File: src/inc/video_regs_pkg.sv
`default_nettype none

package video_regs_pkg;

    // Read offsets
    localparam logic [7:0] ADDR_DISP_H_CAPTURE = 8'h00;
    localparam logic [7:0] ADDR_COMBINED_STATUS = 8'h01;
    localparam logic [7:0] ADDR_ACQ_V_CAPTURE = 8'h02;
    localparam logic [7:0] ADDR_ACQ_H_CAPTURE = 8'h03;
    localparam logic [7:0] ADDR_DISP_V_CAPTURE = 8'h04;
    localparam logic [7:0] ADDR_INSET_RISE = 8'h08;
    localparam logic [7:0] ADDR_INSET_FALL = 8'h0C;

    // Write offsets
    localparam logic [7:0] ADDR_PEAKING = 8'h13;
    localparam logic [7:0] ADDR_DELAY = 8'h1E;
    localparam logic [7:0] ADDR_PLL = 8'h20;
    localparam logic [7:0] ADDR_CLEAR_BLANK_ACQ = 8'h24;
    localparam logic [7:0] ADDR_SAMPLE = 8'h26;
    localparam logic [7:0] ADDR_CLEAR_BURST = 8'h2C;
    localparam logic [7:0] ADDR_CLEAR_INSET = 8'h2D;
    localparam logic [7:0] ADDR_CLEAR_DISPLAY = 8'h34;
    localparam logic [7:0] ADDR_IRQ_ENABLES = 8'h3D;
    localparam logic [7:0] ADDR_CLAMP_RISE = 8'h3E;
    localparam logic [7:0] ADDR_CLAMP_FALL = 8'h3F;

    // Interrupt and output enable bits
    localparam int IEN_BURST = 1;
    localparam int IEN_INSET = 2;
    localparam int IEN_BLANK = 3;
    localparam int OE_ACQ_RESET = 4;
    localparam int OE_ACQ_CLOCK = 5;
    localparam int OE_DISP_RESET = 6;
    localparam int OE_DISP_CLOCK = 7;

    // Combined status bits
    localparam int ST_BURST = 0;
    localparam int ST_BLANK = 1;
    localparam int ST_INSET = 2;
    localparam int ST_DISPLAY = 3;
    localparam int ST_ACQ_V_MSB = 4;
    localparam int ST_GATE = 5;
    localparam int ST_DISP_V_MSB = 6;

    // Field positions
    localparam int PEAK_A_LSB = 0;
    localparam int PEAK_B_LSB = 2;
    localparam int CORING_LSB = 4;
    localparam int UV_DELAY_LSB = 2;
    localparam int Y_DELAY_LSB = 5;
    localparam int PLL_DIV_LSB = 2;

    // Field decode values
    localparam logic [3:0] UV_DELAY_BASE = 4'h2;
    localparam logic [3:0] Y_DELAY_BASE = 4'h3;
    localparam logic [10:0] PIXELS_CODE0 = 11'h400;
    localparam logic [10:0] PIXELS_CODE1 = 11'h360;
    localparam logic [10:0] PIXELS_CODE2 = 11'h300;
    localparam logic [10:0] PIXELS_CODE3 = 11'h288;

    // Reset values
    localparam logic [7:0] RESET_CONFIG = 8'h00;
    localparam logic [7:0] RESET_CAPTURE = 8'h00;

    typedef struct packed {
        logic [8:0] acq_vertical_counter;
        logic [7:0] acq_horizontal_counter;
        logic [8:0] disp_vertical_counter;
        logic [7:0] disp_horizontal_counter;
    } counters_type;

    typedef struct packed {
        logic burst_blank_irq;
        logic blank_acq_irq;
        logic inset_irq;
        logic display_irq;
    } irq_events_type;

    typedef struct packed {
        logic [3:0] peak_a_eighths;
        logic [3:0] peak_b_eighths;
        logic [3:0] coring_pos;
        logic [3:0] coring_neg;
        logic [3:0] uv_delay;
        logic [3:0] y_delay;
        logic [11:0] clocks_per_line;
    } decoded_type;

endpackage

`default_nettype wire

File: src/hw/field_decode.sv
`default_nettype none

module field_decode
    import video_regs_pkg::*;
(
    // Clock and reset
    input wire logic clk,
    input wire logic rstn,
    // Raw fields
    input wire logic [7:0] peaking_cfg,
    input wire logic [7:0] delay_cfg,
    input wire logic [7:0] pll_cfg,
    // Decoded values
    output decoded_type decoded
);

    function automatic logic [3:0] gain_eighths(input logic [1:0] code);
        unique case (code)
            2'b00: gain_eighths = 4'h0;
            2'b01: gain_eighths = 4'h1;
            2'b10: gain_eighths = 4'h2;
            2'b11: gain_eighths = 4'h4;
        endcase
    endfunction

    logic [1:0] coring_code;
    logic [2:0] uv_code;
    logic [2:0] y_code;
    logic [10:0] pixels;

    assign coring_code = peaking_cfg[CORING_LSB +: 2];
    assign uv_code = delay_cfg[UV_DELAY_LSB +: 3];
    assign y_code = delay_cfg[Y_DELAY_LSB +: 3];

    always_comb begin
        unique case (pll_cfg[PLL_DIV_LSB +: 2])
            2'b00: pixels = PIXELS_CODE0;
            2'b01: pixels = PIXELS_CODE1;
            2'b10: pixels = PIXELS_CODE2;
            2'b11: pixels = PIXELS_CODE3;
        endcase
    end

    always_ff @(posedge clk or negedge rstn) begin
        if (!rstn) begin
            decoded <= '0;
        end else begin
            decoded.peak_a_eighths <= gain_eighths(peaking_cfg[PEAK_A_LSB +: 2]);
            decoded.peak_b_eighths <= gain_eighths(peaking_cfg[PEAK_B_LSB +: 2]);
            unique case (coring_code)
                2'b00: begin
                    decoded.coring_pos <= 4'h1;
                    decoded.coring_neg <= 4'h2;
                end
                2'b01: begin
                    decoded.coring_pos <= 4'h3;
                    decoded.coring_neg <= 4'h4;
                end
                2'b10: begin
                    decoded.coring_pos <= 4'h7;
                    decoded.coring_neg <= 4'h8;
                end
                2'b11: begin
                    decoded.coring_pos <= 4'h0;
                    decoded.coring_neg <= 4'h0;
                end
            endcase
            decoded.uv_delay <= 4'({1'b0, uv_code} - UV_DELAY_BASE);
            decoded.y_delay <= 4'({1'b0, y_code} - Y_DELAY_BASE);
            decoded.clocks_per_line <= {pixels, 1'b0};
        end
    end

endmodule

`default_nettype wire

File: src/hw/position_capture_regs.sv
`default_nettype none

module position_capture_regs
    import video_regs_pkg::*;
(
    // Clock and reset
    input wire logic CLK_SYS,
    input wire logic RSTN,
    // Multiplexed host bus
    input wire logic [7:0] AD_I,
    output logic [7:0] AD_O,
    output logic AD_OE,
    input wire logic ALE,
    input wire logic WR_N,
    input wire logic RD_N,
    // Timing counters and events
    input wire counters_type COUNTERS,
    input wire logic ACQ_VERTICAL_PULSE,
    input wire logic DISP_VERTICAL_PULSE,
    input wire logic INSET_PICTURE_INPUT,
    input wire irq_events_type IRQ_EVENTS,
    input wire logic GATE_ENABLE,
    input wire logic ACQ_RESET_PULSE,
    input wire logic DISP_RESET_PULSE,
    // Pin drivers
    output logic ACQ_RESET_O,
    output logic ACQ_RESET_OE,
    output logic DISP_RESET_O,
    output logic DISP_RESET_OE,
    output logic ACQ_CLOCK_OE,
    output logic DISP_CLOCK_OE,
    output logic CLAMP_PULSE,
    // Interrupt pins
    output logic ACQ_INTERRUPT_PIN,
    output logic DISP_INTERRUPT_PIN,
    // Decoded configuration
    output decoded_type DECODED
);

    logic [7:0] address;
    logic wr_n_prev;
    logic rd_n_prev;
    logic write_strobe;
    logic read_strobe;

    logic [7:0] irq_enables;
    logic [7:0] clamp_rise;
    logic [7:0] clamp_fall;
    logic [7:0] peaking_cfg;
    logic [7:0] delay_cfg;
    logic [7:0] pll_cfg;

    logic acq_v_prev;
    logic disp_v_prev;
    logic inset_prev;
    logic sample_cmd;
    logic acq_capture;
    logic disp_capture;
    logic inset_rise;
    logic inset_fall;

    logic [7:0] acq_h_cap;
    logic [8:0] acq_v_cap;
    logic [7:0] disp_h_cap;
    logic [8:0] disp_v_cap;
    logic [7:0] inset_rise_cap;
    logic [7:0] inset_fall_cap;

    logic [3:0] pending;
    logic [7:0] status_byte;
    logic [7:0] next_read_data;

    // Address phase
    always_ff @(posedge CLK_SYS or negedge RSTN) begin
        if (!RSTN) begin
            address <= 8'h00;
        end else if (ALE) begin
            address <= AD_I;
        end
    end

    // Strobe edges
    always_ff @(posedge CLK_SYS or negedge RSTN) begin
        if (!RSTN) begin
            wr_n_prev <= 1'b1;
            rd_n_prev <= 1'b1;
        end else begin
            wr_n_prev <= WR_N;
            rd_n_prev <= RD_N;
        end
    end

    assign write_strobe = wr_n_prev && !WR_N && !ALE;
    assign read_strobe = rd_n_prev && !RD_N && !ALE;

    // Configuration writes
    always_ff @(posedge CLK_SYS or negedge RSTN) begin
        if (!RSTN) begin
            irq_enables <= RESET_CONFIG;
            clamp_rise <= RESET_CONFIG;
            clamp_fall <= RESET_CONFIG;
            peaking_cfg <= RESET_CONFIG;
            delay_cfg <= RESET_CONFIG;
            pll_cfg <= RESET_CONFIG;
        end else if (write_strobe) begin
            unique case (address)
                ADDR_IRQ_ENABLES: irq_enables <= AD_I;
                ADDR_CLAMP_RISE: clamp_rise <= AD_I;
                ADDR_CLAMP_FALL: clamp_fall <= AD_I;
                ADDR_PEAKING: peaking_cfg <= AD_I;
                ADDR_DELAY: delay_cfg <= AD_I;
                ADDR_PLL: pll_cfg <= AD_I;
                default: begin
                end
            endcase
        end
    end

    assign sample_cmd = write_strobe && (address == ADDR_SAMPLE);

    // Edge history
    always_ff @(posedge CLK_SYS or negedge RSTN) begin
        if (!RSTN) begin
            acq_v_prev <= 1'b0;
            disp_v_prev <= 1'b0;
            inset_prev <= 1'b0;
        end else begin
            acq_v_prev <= ACQ_VERTICAL_PULSE;
            disp_v_prev <= DISP_VERTICAL_PULSE;
            inset_prev <= INSET_PICTURE_INPUT;
        end
    end

    assign acq_capture = (ACQ_VERTICAL_PULSE && !acq_v_prev) || sample_cmd;
    assign disp_capture = (DISP_VERTICAL_PULSE && !disp_v_prev) || sample_cmd;
    assign inset_rise = INSET_PICTURE_INPUT && !inset_prev;
    assign inset_fall = !INSET_PICTURE_INPUT && inset_prev;

    always_ff @(posedge CLK_SYS or negedge RSTN) begin
        if (!RSTN) begin
            acq_h_cap <= RESET_CAPTURE;
            acq_v_cap <= {1'b0, RESET_CAPTURE};
        end else if (acq_capture) begin
            acq_h_cap <= COUNTERS.acq_horizontal_counter;
            acq_v_cap <= COUNTERS.acq_vertical_counter;
        end
    end

    always_ff @(posedge CLK_SYS or negedge RSTN) begin
        if (!RSTN) begin
            disp_h_cap <= RESET_CAPTURE;
            disp_v_cap <= {1'b0, RESET_CAPTURE};
        end else if (disp_capture) begin
            disp_h_cap <= COUNTERS.disp_horizontal_counter;
            disp_v_cap <= COUNTERS.disp_vertical_counter;
        end
    end

    always_ff @(posedge CLK_SYS or negedge RSTN) begin
        if (!RSTN) begin
            inset_rise_cap <= RESET_CAPTURE;
            inset_fall_cap <= RESET_CAPTURE;
        end else begin
            if (inset_rise) begin
                inset_rise_cap <= COUNTERS.acq_horizontal_counter;
            end
            if (inset_fall) begin
                inset_fall_cap <= COUNTERS.acq_horizontal_counter;
            end
        end
    end

    // Pending interrupts, set wins over clear
    always_ff @(posedge CLK_SYS or negedge RSTN) begin
        if (!RSTN) begin
            pending <= 4'h0;
        end else begin
            if (IRQ_EVENTS.burst_blank_irq) begin
                pending[ST_BURST] <= 1'b1;
            end else if (write_strobe && address == ADDR_CLEAR_BURST) begin
                pending[ST_BURST] <= 1'b0;
            end
            if (IRQ_EVENTS.blank_acq_irq) begin
                pending[ST_BLANK] <= 1'b1;
            end else if (write_strobe && address == ADDR_CLEAR_BLANK_ACQ) begin
                pending[ST_BLANK] <= 1'b0;
            end
            if (IRQ_EVENTS.inset_irq) begin
                pending[ST_INSET] <= 1'b1;
            end else if (write_strobe && address == ADDR_CLEAR_INSET) begin
                pending[ST_INSET] <= 1'b0;
            end
            if (IRQ_EVENTS.display_irq) begin
                pending[ST_DISPLAY] <= 1'b1;
            end else if (write_strobe && address == ADDR_CLEAR_DISPLAY) begin
                pending[ST_DISPLAY] <= 1'b0;
            end
        end
    end

    // Combined status assembly
    always_comb begin
        status_byte = 8'h00;
        status_byte[ST_DISPLAY:ST_BURST] = pending;
        status_byte[ST_ACQ_V_MSB] = acq_v_cap[8];
        status_byte[ST_GATE] = GATE_ENABLE;
        status_byte[ST_DISP_V_MSB] = disp_v_cap[8];
    end

    // Read mux
    always_comb begin
        next_read_data = 8'h00;
        unique case (address[1:0])
            ADDR_ACQ_H_CAPTURE[1:0]: next_read_data = acq_h_cap;
            ADDR_ACQ_V_CAPTURE[1:0]: next_read_data = acq_v_cap[7:0];
            ADDR_COMBINED_STATUS[1:0]: next_read_data = status_byte;
            default: begin
                unique case (address[3:0])
                    ADDR_DISP_H_CAPTURE[3:0]: next_read_data = disp_h_cap;
                    ADDR_DISP_V_CAPTURE[3:0]: next_read_data = disp_v_cap[7:0];
                    ADDR_INSET_RISE[3:0]: next_read_data = inset_rise_cap;
                    ADDR_INSET_FALL[3:0]: next_read_data = inset_fall_cap;
                    default: next_read_data = 8'h00;
                endcase
            end
        endcase
    end

    always_ff @(posedge CLK_SYS or negedge RSTN) begin
        if (!RSTN) begin
            AD_O <= 8'h00;
        end else if (read_strobe) begin
            AD_O <= next_read_data;
        end
    end

    assign AD_OE = !RD_N && !rd_n_prev && !ALE;

    // Clamp pulse edges
    always_ff @(posedge CLK_SYS or negedge RSTN) begin
        if (!RSTN) begin
            CLAMP_PULSE <= 1'b0;
        end else if (clamp_rise == COUNTERS.acq_horizontal_counter) begin
            CLAMP_PULSE <= 1'b1;
        end else if (clamp_fall == COUNTERS.acq_horizontal_counter) begin
            CLAMP_PULSE <= 1'b0;
        end
    end

    // Reset pulse drivers
    always_ff @(posedge CLK_SYS or negedge RSTN) begin
        if (!RSTN) begin
            ACQ_RESET_O <= 1'b0;
            DISP_RESET_O <= 1'b0;
        end else begin
            ACQ_RESET_O <= ACQ_RESET_PULSE;
            DISP_RESET_O <= DISP_RESET_PULSE;
        end
    end

    assign ACQ_CLOCK_OE = irq_enables[OE_ACQ_CLOCK];
    assign DISP_CLOCK_OE = irq_enables[OE_DISP_CLOCK];
    assign DISP_RESET_OE = irq_enables[OE_DISP_RESET];
    assign ACQ_RESET_OE = irq_enables[OE_ACQ_RESET] && !irq_enables[OE_ACQ_CLOCK];

    assign ACQ_INTERRUPT_PIN = (pending[ST_BURST] && irq_enables[IEN_BURST])
        || (pending[ST_INSET] && irq_enables[IEN_INSET])
        || (pending[ST_BLANK] && irq_enables[IEN_BLANK]);
    assign DISP_INTERRUPT_PIN = pending[ST_DISPLAY];

    field_decode u_field_decode (
        .clk(CLK_SYS),
        .rstn(RSTN),
        .peaking_cfg(peaking_cfg),
        .delay_cfg(delay_cfg),
        .pll_cfg(pll_cfg),
        .decoded(DECODED)
    );

endmodule

`default_nettype wire

File: config.mk
export PLATFORM = sky130hd
export DESIGN_NAME = position_capture_regs
export DESIGN_NICKNAME = d
export VERILOG_FILES = /design/src/inc/video_regs_pkg.sv /design/src/hw/field_decode.sv /design/src/hw/position_capture_regs.sv
export SDC_FILE = /design/constraint.sdc
export NUM_CORES = 1
export LEC_CHECK = 0
export ABC_AREA = 0
export ABC_CLOCK_PERIOD_IN_PS = 2570
export BUFFER_PORTS_ARGS = -buffer_cell sky130_fd_sc_hd__buf_2
export CELL_PAD_IN_SITES_DETAIL_PLACEMENT = 1
export CELL_PAD_IN_SITES_GLOBAL_PLACEMENT = 2
export CORE_ASPECT_RATIO = 1.5
export CORE_MARGIN = 2
export CORE_UTILIZATION = 38
export DETAILED_ROUTE_END_ITERATION = 8
export GPL_ROUTABILITY_DRIVEN = 0
export GPL_TIMING_DRIVEN = 1
export PLACE_DENSITY = 0.81
export SLEW_MARGIN = 40
export SYNTH_ARGS = -nofsm -noshare
export SYNTH_HDL_FRONTEND = slang
export SYNTH_SLANG_ARGS = --single-unit
File: constraint.sdc
create_clock -name CLK_SYS -period 2.57 [get_ports CLK_SYS]
set_clock_uncertainty 0.1 [all_clocks]
set_input_delay 0.514 -clock CLK_SYS [delete_from_list [all_inputs] [get_ports CLK_SYS]]
set_output_delay 0.514 -clock CLK_SYS [all_outputs]
set_load 0.1 [all_outputs]
==> summary.txt <==
initial antenna violation count - 0
Post-synth top flop - dfrtp_1
Final Hold Viols - 0
Iter 0 DRT Violations - 113
placed insts - 700
Placement Setup Slack - 32.7 ps
first-pass GRT wire length - 22.3 mm
max-cap viol count - 0
Final Setup Violations - 0
Vias/cell - 4.94
RSZ-0062 raised after global routing - no
post-route antenna net violation count - 0
Total Routing Usage GR - 18.5%
largest net degree at the start of global routing - 58
Setup WS post-layout - 168 ps
Skew-Pair Late Insertion Delay - 420 ps
Worst setup EP type - register
num ports - 111
register area share after synthesis - 59.6%
GR peak layer - met2
layout cells sized above 1 - 50.0%
PortBufs - 101
Yosys warnings - 0
cts bufs inserted - 17
fin cells - 733
clk root buf - clkbuf_16
Min Hold Slack - 103 ps
synth unique cells - 42
CTS clk-pin slew, worst paths - 60 ps
startpoint types - register
Critical Path RT - 2770 ps
die height - 156 um
met3 Resource Use GR - 4.18%
EDFF count, synth - 0
run status - complete, no violations
floorplan row count - 55
CTS H-Tree Depth - 4
area grow syn2layout - 23.7%
met2 global-route usage - 36.6%
Hold WC Path Type - primary input to register
Initial Utilization - 38.8%
HPWL Detailed - 10.4 mm
worst-margin pin slew - 589 ps
Peak VDD IR - 413 uV
layout net count - 587
area share of the largest cell type after synthesis - 58.7%
core area - 0.0151 mm^2
vias in the first global route - 4088
largest area contributor in the netlist - dfrtp_1
Final min period - 2400 ps
Synth Register Bits - 139
Lkg Pwr - 3.37 nW
first-pass iteration count of the detailed router - 4
Die Wd - 105 um
synthesized area per cell - 14.4 um^2
GRT overflow - 0
Max clock buf depth - 2
CTS tree - built
top cells by instance count after synthesis - dfrtp_1, mux2_2, xnor2_1
ant diodes - 0
DR WL/cell - 19.5 um
Via Count - 3621
post-CTS setup repair buffer count - 0
count leader, synth - dfrtp_1
setup TNS - 0 ps
DRC Markers - 0
clock sink count - 139
Post-CTS Resized - 0
largest cells by area after synthesis - dfrtp_1, mux2_2, mux4_2
cell area after synthesis - 0.00584 mm^2
setup slack, reg-to-reg - 170 ps
P per Cell Area - 841 mW/mm^2
Mapped Cells - 405
critical path class - register to register
Max Clk Rate - 0.416 GHz
Async SR Flop Fraction - 100%
crit path max fanout - 6
total routed wirelength - 14.3 mm
fin crit share - 93.5%
die area - 0.0164 mm^2
placed cell areas - 0.00660 mm^2
slew margin rel. - 60.6%
met1 Use GR - 18.2%
fin area - 0.00723 mm^2
pins over their slew limit - 0
Arrival @ worst endpoint - 2600 ps
==> per-stage QoR <==
stage / power [mW] / util (%)
finish: 6.08 / 47.9
global route: 6.29 / 47.9
CTS: 6.14 / 47.9
detailed placement: 3.57 / 43.8
global placement: 3.54 / 43.7
floorplan: 3.27 / -
==> sequential cells by signal (all words and copies together) (netlist names), 2 cells and up <==
name and flops:
acq_h_cap 8, clamp_rise 8, inset_fall_cap 8, disp_h_cap 8, irq_enables 7, pll_cfg 2, u_field_decode.decoded 24, inset_rise_cap 8
delay_cfg 6, disp_v_cap 9, AD_O 8, acq_v_cap 9, pending 4, clamp_fall 8, address 8, peaking_cfg 6
==> report_power, final <==
part	internal [mW]	total, mW	switching [mW]
clock network	1.64	2.55	0.904
logic	0.322	1.03	0.712
registers	2.38	2.50	0.114
==> per-layer routing <==
| metal | wire [um] | part of all wire (%) |
|---|---|---|
| met1 | 4950 | 35 |
| met2 | 8630 | 60 |
| met3 | 517 | 3.6 |
| met4 | 222 | 1.6 |
| met5 | 0 | 0 |
==> layout by cell type, fill, tap and decap left out, types with 3 or more instances in the layout <==
| cell type | n |
|---|---|
| mux4_2 | 8 |
| dfrtp_1 | 137 |
| nor2_1 | 11 |
| inv_1 | 14 |
| nand2b_1 | 3 |
| o22ai_1 | 7 |
| nand2_1 | 15 |
| a21oi_1 | 4 |
| ha_1 | 9 |
| xnor2_1 | 17 |
| clkinvlp_4 | 3 |
| o21ai_0 | 4 |
| clkinv_2 | 4 |
| mux2_2 | 102 |
| conb_1 | 9 |
| buf_2 | 100 |
| o31ai_1 | 8 |
| clkbuf_16 | 17 |
| buf_4 | 11 |
| bufinv_16 | 4 |
| nor2b_1 | 7 |
| nand4_1 | 6 |
==> repair_timing <==
item                                    in CTS  in global routing
endpoints found under the hold margin       52                  0
hold buffers                                 1                  0
endpoints found under the setup margin       0                  0
==> path summary, 6_finish.rpt <==
kind | cells after the start | start | to
min in group asynchronous | 2 | RSTN | u_field_decode.decoded[29]$_DFF_PN0_
worst min register to register | 0 | delay_cfg[2]$_DFFE_PN0P_ | u_field_decode.decoded[16]$_DFF_PN0_
worst min-delay path | 1 | DISP_RESET_PULSE | DISP_RESET_O$_DFF_PN0_
worst max register to register | 4 | wr_n_prev$_DFF_PN1_ | delay_cfg[5]$_DFFE_PN0P_
worst max-delay path | 4 | wr_n_prev$_DFF_PN1_ | delay_cfg[5]$_DFFE_PN0P_
max in group asynchronous | 3 | RSTN | inset_fall_cap[2]$_DFFE_PN0P_
==> kinds of logic after synthesis <==
family,count (synthesis),share of synthesized area (%)
buf+inv,40,3.68
flops,139,59.6
simple gates,61,6.23
fa+ha+maj,9,1.93
xor+xnor,17,2.55
compound gates,28,3.19
mux,110,22.8
other cells,1,0.0642
==> critical path, cell delays in order (launching register included) <==
cell and delay, ps:
dfstp_2 530, or3b_2 540, or3_4 460, nor3_4 270
mux2_2 390
==> cell type report <==
cell class / count / area, um^2
Multi-Input combinational cell: 234 / 2200
Fill cell: 1563 / 7850
Inverter: 15 / 56.3
Sequential cell: 139 / 3480
Clock buffer: 20 / 447
Timing Repair Buffer: 114 / 624
Tap cell: 199 / 249
Clock inverter: 12 / 171
Power figures use the tool's default switching activity.
